[src/shared/afd_pkg.sv]
// constants, field layouts and carrier types of the converter output path
// assumes one 125 MHz core clock and byte-wide internal register accesses
package afd_pkg;

    // ---------------------------------------------------------------
    // sample and register port widths
    // ---------------------------------------------------------------
    localparam int SAMPLE_W = 16;
    localparam int ADDR_W   = 13;
    localparam int BYTE_W   = 8;

    // ---------------------------------------------------------------
    // register offsets
    // ---------------------------------------------------------------
    localparam logic [12:0] OFS_PWR_MODE   = 13'h008;
    localparam logic [12:0] OFS_OUT_MODE   = 13'h014;
    localparam logic [12:0] OFS_DRIVE_CUR  = 13'h015;
    localparam logic [12:0] OFS_DCLK_DELAY = 13'h017;
    localparam logic [12:0] OFS_THR_CTRL   = 13'h045;
    localparam logic [12:0] OFS_THR_UPPER  = 13'h047;
    localparam logic [12:0] OFS_THR_LOW_L  = 13'h049;
    localparam logic [12:0] OFS_THR_LOW_H  = 13'h04a;
    localparam logic [12:0] OFS_DWELL_L    = 13'h04b;
    localparam logic [12:0] OFS_DWELL_H    = 13'h04c;
    localparam logic [12:0] OFS_TRANSFER   = 13'h0ff;

    // ---------------------------------------------------------------
    // fields and reset values
    // ---------------------------------------------------------------
    localparam int         THR_EN_BIT     = 0;
    localparam int         XFER_BIT       = 0;
    localparam logic [1:0] PWR_NORMAL     = 2'h0;
    localparam logic [1:0] PWR_DOWN       = 2'h1;
    localparam logic [7:0] RST_OUT_MODE   = 8'h01;
    localparam logic [7:0] RST_DRIVE_CUR  = 8'h00;
    localparam logic [4:0] RST_DCLK_DELAY = 5'h00;
    localparam logic [15:0] RST_DWELL     = 16'h0001;

    // ---------------------------------------------------------------
    // timing
    // ---------------------------------------------------------------
    localparam int PIPE_LATENCY  = 26;   // sample clocks, input to output
    localparam int UPPER_LATENCY = 7;    // sample clocks, input to alert
    localparam int DCLK_STEPS    = 32;
    localparam int DCLK_STEP_PS  = 81;   // applied by the analog delay line
    localparam logic [15:0] TWOS_NEG_FS = 16'h8000;

    // output data formats
    typedef enum logic [1:0] {
        FMT_OFFSET = 2'h0,
        FMT_TWOS   = 2'h1,
        FMT_GRAY   = 2'h2
    } afd_fmt_t;

    // one converted sample with its overrange flag
    typedef struct packed {
        logic                over;
        logic [SAMPLE_W-1:0] data;
    } afd_sample_t;

    // per-channel threshold detector setup
    typedef struct packed {
        logic        enable;
        logic [3:0]  upper;
        logic [14:0] lower;
        logic [15:0] dwell;
    } afd_thr_cfg_t;

    // magnitude of a twos complement sample, most negative clamps
    function automatic logic [14:0] afd_magnitude(input logic [15:0] d);
        logic [15:0] neg;
        neg = ~d + 16'h0001;
        if (!d[15])
            return d[14:0];
        else if (neg[15])
            return 15'h7fff;
        else
            return neg[14:0];
    endfunction : afd_magnitude

endpackage : afd_pkg

[src/afd_fast_detect.sv]
// one channel of the fast threshold detector
// assumes taps of the sample pipeline and a one-cycle sample strobe
`timescale 1ns/100ps
module afd_fast_detect (
    input  wire logic                 ref_clk,     // core clock
    input  wire logic                 rstn,        // async reset, low
    input  wire logic                 sampleValid, // one sample clock
    input  wire afd_pkg::afd_thr_cfg_t cfg,        // active setup
    input  wire logic [15:0]          earlyData,   // early pipeline tap
    input  wire logic [15:0]          lateData,    // end of pipeline
    output logic                      alert        // threshold alert
);
    import afd_pkg::*;

    logic [14:0] magEarly;
    logic [14:0] magLate;
    logic        upperHit;
    logic        belowLower;
    logic [15:0] dwellTarget;
    logic [16:0] dwellCntInc;
    logic [15:0] dwellCnt_reg;
    logic        alert_reg;

    // ---------------------------------------------------------------
    // comparisons, sign ignored
    // ---------------------------------------------------------------
    assign magEarly    = afd_magnitude(earlyData);
    assign magLate     = afd_magnitude(lateData);
    // upper step is one eighth of full scale
    assign upperHit    = {1'b0, magEarly} > {cfg.upper, 12'h000};
    assign belowLower  = magLate < cfg.lower;
    // a zero dwell behaves as one: cleared on the first sample below lower
    assign dwellTarget = (cfg.dwell == 16'h0000) ? 16'h0001 : cfg.dwell;
    assign dwellCntInc = {1'b0, dwellCnt_reg} + 17'h00001;

    // set by the upper compare, cleared after dwell below lower
    always_ff @(posedge ref_clk or negedge rstn) begin
        if (!rstn) begin
            alert_reg    <= 1'b0;
            dwellCnt_reg <= 16'h0000;
        end else if (!cfg.enable) begin
            alert_reg    <= 1'b0;
            dwellCnt_reg <= 16'h0000;
        end else if (sampleValid) begin
            if (upperHit) begin
                alert_reg    <= 1'b1;
                dwellCnt_reg <= 16'h0000;
            end else if (alert_reg && belowLower) begin
                if (dwellCntInc >= {1'b0, dwellTarget}) begin
                    alert_reg    <= 1'b0;
                    dwellCnt_reg <= 16'h0000;
                end else begin
                    dwellCnt_reg <= dwellCntInc[15:0];
                end
            end else begin
                dwellCnt_reg <= 16'h0000;
            end
        end
    end

    assign alert = alert_reg;
endmodule : afd_fast_detect

[src/afd_output_path.sv]
// output path of a dual converter: latency pipe, formatting, ddr
// assumes samples arrive at most every second core clock, and byte
// register accesses from the serial port logic on the same clock
`timescale 1ns/100ps
module afd_output_path (
    input  wire logic                 ref_clk,     // 125 MHz core clock
    input  wire logic                 rstn,        // async reset, low
    input  wire logic                 sampleValid, // one pair of samples
    input  wire afd_pkg::afd_sample_t sampleA,     // channel a sample
    input  wire afd_pkg::afd_sample_t sampleB,     // channel b sample
    input  wire logic                 power_down_pin, // pin, async
    input  wire logic                 regWr,       // register write strobe
    input  wire logic [12:0]          regAddr,     // register offset
    input  wire logic [7:0]           regWrData,   // write byte
    input  wire logic [1:0]           chanSel,     // local channel select
    output logic [7:0]                regRdData,   // read byte, registered
    output logic [15:0]               dataOut,     // ddr output word
    output logic                      overOut,     // overrange flag
    output logic                      data_clock_out, // forwarded clock
    output logic                      outOe,       // output enable, high
    output logic                      threshold_alert_chan_a, // alert a
    output logic                      threshold_alert_chan_b, // alert b
    output logic [4:0]                dclkDelay,   // delay line setting
    output logic [7:0]                driveCurrent // driver current code
);
    import afd_pkg::*;

    typedef enum logic [1:0] {PH_IDLE, PH_B} afd_phase_t;

    afd_sample_t  pipe_reg [2][PIPE_LATENCY];
    afd_sample_t  holdB_reg;
    afd_thr_cfg_t thrShadow_reg [2];
    afd_thr_cfg_t thrActive_reg [2];
    logic [1:0]   alertVec;
    logic [1:0]   alert_reg;
    logic [1:0]   pwrShadow_reg;
    logic [1:0]   pwrActive_reg;
    logic [1:0]   fmtShadow_reg;
    afd_fmt_t     fmtActive_reg;
    logic [7:0]   drive_reg;
    logic [4:0]   dclkDelay_reg;
    logic         xfer_reg;
    logic         pdSync1_reg;
    logic         pdSync2_reg;
    logic         powerDown;
    afd_phase_t   phase_reg;
    logic [15:0]  dataOut_reg;
    logic         overOut_reg;
    logic         dclk_reg;
    logic         outOe_reg;
    logic [7:0]   regRdData_reg;
    logic         rdSel;
    afd_sample_t  sampleIn [2];

    // formats one twos complement word for the output pins
    function automatic logic [15:0] fmtWord(input logic [15:0] d,
                                            input afd_fmt_t m);
        logic [15:0] ob;
        ob = {~d[15], d[14:0]};
        unique case (m)
            FMT_TWOS:   return d;
            FMT_OFFSET: return ob;
            FMT_GRAY:   return ob ^ (ob >> 1);
            default:    return d;
        endcase
    endfunction : fmtWord

    assign sampleIn[0] = sampleA;
    assign sampleIn[1] = sampleB;

    // ---------------------------------------------------------------
    // per-channel pipeline and threshold detector
    // ---------------------------------------------------------------
    generate
        for (genvar ch = 0; ch < 2; ch++) begin : g_chan
            // sample and overrange travel together, one stage per sample
            always_ff @(posedge ref_clk or negedge rstn) begin
                if (!rstn) begin
                    for (int i = 0; i < PIPE_LATENCY; i++) begin
                        pipe_reg[ch][i] <= '0;
                    end
                end else if (sampleValid) begin
                    pipe_reg[ch][0] <= sampleIn[ch];
                    for (int i = 1; i < PIPE_LATENCY; i++) begin
                        pipe_reg[ch][i] <= pipe_reg[ch][i-1];
                    end
                end
            end

            // independent detector for each channel
            afd_fast_detect u_detect (
                .ref_clk     (ref_clk),
                .rstn        (rstn),
                .sampleValid (sampleValid),
                .cfg         (thrActive_reg[ch]),
                .earlyData   (pipe_reg[ch][UPPER_LATENCY-2].data),
                .lateData    (pipe_reg[ch][PIPE_LATENCY-1].data),
                .alert       (alertVec[ch])
            );
        end
    endgenerate

    // ---------------------------------------------------------------
    // register file
    // ---------------------------------------------------------------
    // local registers go to each selected channel; globals ignore chanSel
    always_ff @(posedge ref_clk or negedge rstn) begin
        if (!rstn) begin
            for (int c = 0; c < 2; c++) begin
                thrShadow_reg[c] <= '{1'b0, 4'h0, 15'h0000, RST_DWELL};
            end
            pwrShadow_reg <= PWR_NORMAL;
            fmtShadow_reg <= RST_OUT_MODE[1:0];
            drive_reg     <= RST_DRIVE_CUR;
            dclkDelay_reg <= RST_DCLK_DELAY;
        end else if (regWr) begin
            for (int c = 0; c < 2; c++) begin
                if (chanSel[c]) begin
                    unique case (regAddr)
                        OFS_THR_CTRL:  thrShadow_reg[c].enable
                                           <= regWrData[THR_EN_BIT];
                        OFS_THR_UPPER: thrShadow_reg[c].upper
                                           <= regWrData[3:0];
                        OFS_THR_LOW_L: thrShadow_reg[c].lower[7:0]
                                           <= regWrData;
                        OFS_THR_LOW_H: thrShadow_reg[c].lower[14:8]
                                           <= regWrData[6:0];
                        OFS_DWELL_L:   thrShadow_reg[c].dwell[7:0]
                                           <= regWrData;
                        OFS_DWELL_H:   thrShadow_reg[c].dwell[15:8]
                                           <= regWrData;
                        default: ;
                    endcase
                end
            end
            unique case (regAddr)
                OFS_PWR_MODE:   pwrShadow_reg <= regWrData[1:0];
                OFS_OUT_MODE:   fmtShadow_reg <= regWrData[1:0];
                OFS_DRIVE_CUR:  drive_reg     <= regWrData;
                OFS_DCLK_DELAY: dclkDelay_reg <= regWrData[4:0];
                default: ;
            endcase
        end
    end

    // transfer bit lives for one cycle, so it reads back set for only one cycle after the write
    always_ff @(posedge ref_clk or negedge rstn) begin
        if (!rstn) begin
            xfer_reg <= 1'b0;
        end else begin
            xfer_reg <= regWr && regAddr == OFS_TRANSFER
                        && regWrData[XFER_BIT];
        end
    end

    // shadow copies move to the working set all at once
    always_ff @(posedge ref_clk or negedge rstn) begin
        if (!rstn) begin
            for (int c = 0; c < 2; c++) begin
                thrActive_reg[c] <= '{1'b0, 4'h0, 15'h0000, RST_DWELL};
            end
            pwrActive_reg <= PWR_NORMAL;
            fmtActive_reg <= afd_fmt_t'(RST_OUT_MODE[1:0]);
        end else if (xfer_reg) begin
            thrActive_reg <= thrShadow_reg;
            pwrActive_reg <= pwrShadow_reg;
            fmtActive_reg <= afd_fmt_t'(fmtShadow_reg);
        end
    end

    // readback shows the shadow values; channel a wins if both selected
    assign rdSel = !chanSel[0];
    always_ff @(posedge ref_clk or negedge rstn) begin
        if (!rstn) begin
            regRdData_reg <= 8'h00;
        end else begin
            unique case (regAddr)
                OFS_PWR_MODE:   regRdData_reg <= {6'h00, pwrShadow_reg};
                OFS_OUT_MODE:   regRdData_reg <= {6'h00, fmtShadow_reg};
                OFS_DRIVE_CUR:  regRdData_reg <= drive_reg;
                OFS_DCLK_DELAY: regRdData_reg <= {3'h0, dclkDelay_reg};
                OFS_THR_CTRL:   regRdData_reg <=
                    {7'h00, thrShadow_reg[rdSel].enable};
                OFS_THR_UPPER:  regRdData_reg <=
                    {4'h0, thrShadow_reg[rdSel].upper};
                OFS_THR_LOW_L:  regRdData_reg <=
                    thrShadow_reg[rdSel].lower[7:0];
                OFS_THR_LOW_H:  regRdData_reg <=
                    {1'b0, thrShadow_reg[rdSel].lower[14:8]};
                OFS_DWELL_L:    regRdData_reg <=
                    thrShadow_reg[rdSel].dwell[7:0];
                OFS_DWELL_H:    regRdData_reg <=
                    thrShadow_reg[rdSel].dwell[15:8];
                OFS_TRANSFER:   regRdData_reg <= {7'h00, xfer_reg};
                default:        regRdData_reg <= 8'h00;
            endcase
        end
    end

    // ---------------------------------------------------------------
    // power-down
    // ---------------------------------------------------------------
    // the pin is asynchronous to the core clock
    always_ff @(posedge ref_clk or negedge rstn) begin
        if (!rstn) begin
            pdSync1_reg <= 1'b0;
            pdSync2_reg <= 1'b0;
        end else begin
            pdSync1_reg <= power_down_pin;
            pdSync2_reg <= pdSync1_reg;
        end
    end

    assign powerDown = pdSync2_reg || pwrActive_reg == PWR_DOWN;

    always_ff @(posedge ref_clk or negedge rstn) begin
        if (!rstn) begin
            outOe_reg <= 1'b0;
        end else begin
            outOe_reg <= !powerDown;
        end
    end

    // ---------------------------------------------------------------
    // ddr output: channel a with the rising clock, b with the falling
    // ---------------------------------------------------------------
    always_ff @(posedge ref_clk or negedge rstn) begin
        if (!rstn) begin
            phase_reg   <= PH_IDLE;
            dataOut_reg <= 16'h0000;
            overOut_reg <= 1'b0;
            dclk_reg    <= 1'b0;
            holdB_reg   <= '0;
            alert_reg   <= 2'b00;
        end else begin
            alert_reg <= alertVec;
            unique case (phase_reg)
                PH_IDLE: begin
                    if (sampleValid) begin
                        dataOut_reg <= fmtWord(
                            pipe_reg[0][PIPE_LATENCY-1].data, fmtActive_reg);
                        overOut_reg <= pipe_reg[0][PIPE_LATENCY-1].over;
                        holdB_reg   <= pipe_reg[1][PIPE_LATENCY-1];
                        dclk_reg    <= 1'b1;
                        phase_reg   <= PH_B;
                    end
                end
                PH_B: begin
                    // b word was caught before the pipe moved on
                    dataOut_reg <= fmtWord(holdB_reg.data, fmtActive_reg);
                    overOut_reg <= holdB_reg.over;
                    dclk_reg    <= 1'b0;
                    phase_reg   <= PH_IDLE;
                end
            endcase
        end
    end

    assign dataOut                = dataOut_reg;
    assign overOut                = overOut_reg;
    assign data_clock_out         = dclk_reg;
    assign outOe                  = outOe_reg;
    assign threshold_alert_chan_a = alert_reg[0];
    assign threshold_alert_chan_b = alert_reg[1];
    assign dclkDelay              = dclkDelay_reg;
    assign driveCurrent           = drive_reg;
    assign regRdData              = regRdData_reg;
endmodule : afd_output_path

[config.mk]
export PLATFORM = sky130hd
export DESIGN_NAME = afd_output_path
export DESIGN_NICKNAME = d
export VERILOG_FILES = /design/src/shared/afd_pkg.sv /design/src/afd_fast_detect.sv /design/src/afd_output_path.sv
export SDC_FILE = /design/constraint.sdc
export NUM_CORES = 1
export LEC_CHECK = 0
export BUFFER_PORTS_ARGS = -buffer_cell sky130_fd_sc_hd__buf_2
export CORE_MARGIN = 10
export CORE_UTILIZATION = 40
export DETAILED_ROUTE_END_ITERATION = 7
export PLACE_DENSITY = 0.62
export SLEW_MARGIN = 15
export SYNTH_ARGS = -nofsm -noshare
export SYNTH_HDL_FRONTEND = slang
export SYNTH_SLANG_ARGS = --single-unit
[constraint.sdc]
create_clock -name ref_clk -period 4.99 [get_ports ref_clk]
set_input_delay 0.2495 -clock ref_clk [delete_from_list [all_inputs] [get_ports ref_clk]]
set_output_delay 0.2495 -clock ref_clk [all_outputs]
set_load 0.01 [all_outputs]
==> impl_metrics.csv <==
group,metric,value,unit
layout,antenna_cells,0,
layout,area_delta_synth_final,14.13,%
global_routing,grt.total_usage,13.72,%
critical_path,critPathKind,"reg -> reg",
pwr,p_per_area,527.3,nW/µm²
timing,rsz0062_at_grt,"false",
detailed_routing,drt_iter0_markers,1596,
detailed_routing,remaining_drc_errors,0,
global_routing,globalRoute.totalOverflow,0,
layout,fin_nets,3670,
synth,yosys_register_bits,1132,
timing,fin_skew,0.02182,ns
critical_path,crit_path_end_kind,"register",
clock_tree,clk_latency,0.69,ns
job,drv_cap,0,
global_routing,grt_start_max_net_pins,186,
critical_path,worstSetupStartpoint,"pipe_reg[1]",
synth,yosys-top-cells-count,"1126 x dfrtp_1, 989 x mux2_2, 209 x nand2_1, 155 x clkbuf_1, 126 x o21ai_0",
critical_path,r2r_start,"pipe_reg[1]",
synth,syn_inst,3397,
synth,syn_area_per_cell,13.82,µm²
clock_tree,path_clk_slew,0.06,ns
synth,synth_area,46940,µm²
synth,yosysMostFrequentCell,"dfrtp_1",
placed_design,placed_area,49130,µm²
synth,yosysTopAreaCellShare,60.02,%
timing,fmax,218.9,MHz
global_routing,grt_pass1_wl,149000,µm
detailed_routing,ant_nets,0,
hold_path,worstHoldStart,"regWrData[4]",
timing,min_period,4.568,ns
detailed_routing,dr.pass1.iters,5,
detailed_routing,drt-vias-per-instance,5.085,
layout,drive_above_1_share,37.23,%
clock_tree,cts_buffers,118,
synth,synthTopCellsByArea,"dfrtp_1 60%, mux2_2 24%, ha_1 2.3%, nand2_1 1.7%, o21ai_0 1.3%",
synth,yosysUniqueCellTypes,84,
detailed_routing,vias,26180,
die,row_count,125,
pwr,vdd.ir_drop.worst,0.0003188,V
timing,whs,0.06810,ns
die,core_area,116400,µm²
die,die_y,362.6,µm
synth,synthArstFlopShare,100.0,%
placed_design,dp_hpwl,58570,µm
critical_path,cp.arrival,5.20,ns
clock_tree,cts.sinks,1132,
layout,postLayoutCellArea,53580,µm²
placed_design,io_buffers,103,
clock_tree,root_buffer,"clkbuf_16",
clock_tree,cts_tree,"done",
critical_path,reg2reg_slack,0.42,ns
die,die_area,131500,µm²
timing,final.setup.tns,0,ns
pwr,cellLeakagePower,24.04,nW
synth,yosysWarnings,0,
timing,setup_viol,0,
die,fp.dieW,362.6,µm
critical_path,crit_fanout,11,
synth,synth-edff-count,0,
timing,fin_crit_sh,91.53,%
global_routing,antenna_found_initial,2,
synth,yosys.area.top_type,"dfrtp_1",
synth,synth_fp_nets,3544,
clock_tree,clk_path_buf_depth,3,
placed_design,dp_cells,4885,
hold_path,min_path_type,"in -> reg",
detailed_routing,post_drt_wl_per_cell,17.43,µm
die,start_util,40.34,%
detailed_routing,routed_wl,89700,µm
timing,final-hold-violation-count,0,
timing,final-max-slew-violation-count,0,
die,io_pins,104,
layout,largest_reg_flops,884,
synth,synth_ff_type,"dfrtp_1",
layout,instances_no_fill,5147,
global_routing,grt_pass1_vias,26640,
status,outcome,"completed",
clock_tree,htree_levels,3,
timing,tightest_slew,0.9605,ns
synth,synth-seq-area-share,60.36,%
placed_design,gp_congestion,0.8409,
critical_path,cp.required,5.62,ns
critical_path,start_kind,"register",
timing,slew-limit-headroom,35.97,%
[final cells by class]
type | count | area (µm²)
clock inverters | 42 | 528.0
multi-input cells | 1992 | 17560
inverters | 102 | 382.9
repair buffers | 177 | 1371
fillers | 10460 | 62790
clock buffers | 178 | 3490
well taps | 1524 | 1907
flip-flops and latches | 1132 | 28340
[metal layers]
| metal | wire [µm] | track usage (%) |
|---|---|---|
| met3 | 2928 | 2.379 |
| met4 | 2999 | 4.916 |
| met2 | 41010 | 21.38 |
| met1 | 42760 | 19.16 |
| met5 | 0 | 0 |
[final timing paths]
kind | end | depth (start not counted)
setup / recovery | g_chan[1].u_detect.dwellCnt_reg[0] | 19
hold / removal | driveCurrent[4] | 2
max in group asynchronous | pipe_reg[220] | 3
hold reg to reg | pdSync2_reg | 0
setup reg to reg | g_chan[1].u_detect.dwellCnt_reg[0] | 19
min in group asynchronous | thrActive_reg[44] | 2
[where the power goes]
part           internal [mW]  leakage, nW  switching [mW]
sequential              12.2         14.2            1.83
clock                   5.29         1.98            3.58
combinational           3.21         7.90            2.10
[through the flow]
step / setup WS [ns] / total power, mW / utilization (%)
global route: 0.08907 / 30.11 / 46.04
finish: 0.4225 / 28.25 / 46.04
CTS: 0.3611 / 28.70 / 46.04
global placement: 0.3515 / 19.42 / 42.23
detailed placement: 0.3922 / 19.65 / 42.23
floorplan: 1.181 / 17.83 / -
[cell families (layout without fill, tap and decap cells)]
group,count (synthesis),count (layout),share of synthesized area [%]
mux,1005,1005,24.07
buf+inv,273,499,2.247
xor+xnor,64,64,1.194
flops,1132,1132,60.36
simple gates,505,505,5.283
fa+ha+maj,85,85,2.266
compound gates,333,333,4.585
[critical path, stage by stage, from the launching register on]
cell and delay, ns:
dfrtp_1 0.38, inv_1 0.12, ha_1 0.19, nand2b_1 0.08, or4_1 0.42, or3_1 0.40
or3_1 0.36, nand2b_1 0.16, a21oi_1 0.13, a31oi_1 0.06, ha_1 0.32, and2_0 0.17
a221oi_1 0.32, o31ai_1 0.11, o21ai_0 0.34, buf_4 0.18, nand2_1 0.19, nor3_4 0.19
buf_4 0.22, mux2_2 0.17
[layout by cell type (no fill, tap or decap), types with 75 or more instances in the layout]
cell type / count
clkbuf_16: 119
dfrtp_1: 1125
nor2_1: 85
a21oi_1: 75
mux2_2: 989
inv_1: 102
ha_1: 85
nand2_1: 209
buf_2: 101
o21ai_0: 126
[timing repair]
| item | CTS | global route |
|---|---|---|
| buffers inserted | 0 | 0 |
| endpoints found under the hold margin | 127 | 0 |
| hold buffers | 42 | 0 |
| gates resized for setup | 0 | 0 |
(Power assumes the default switching activity.)
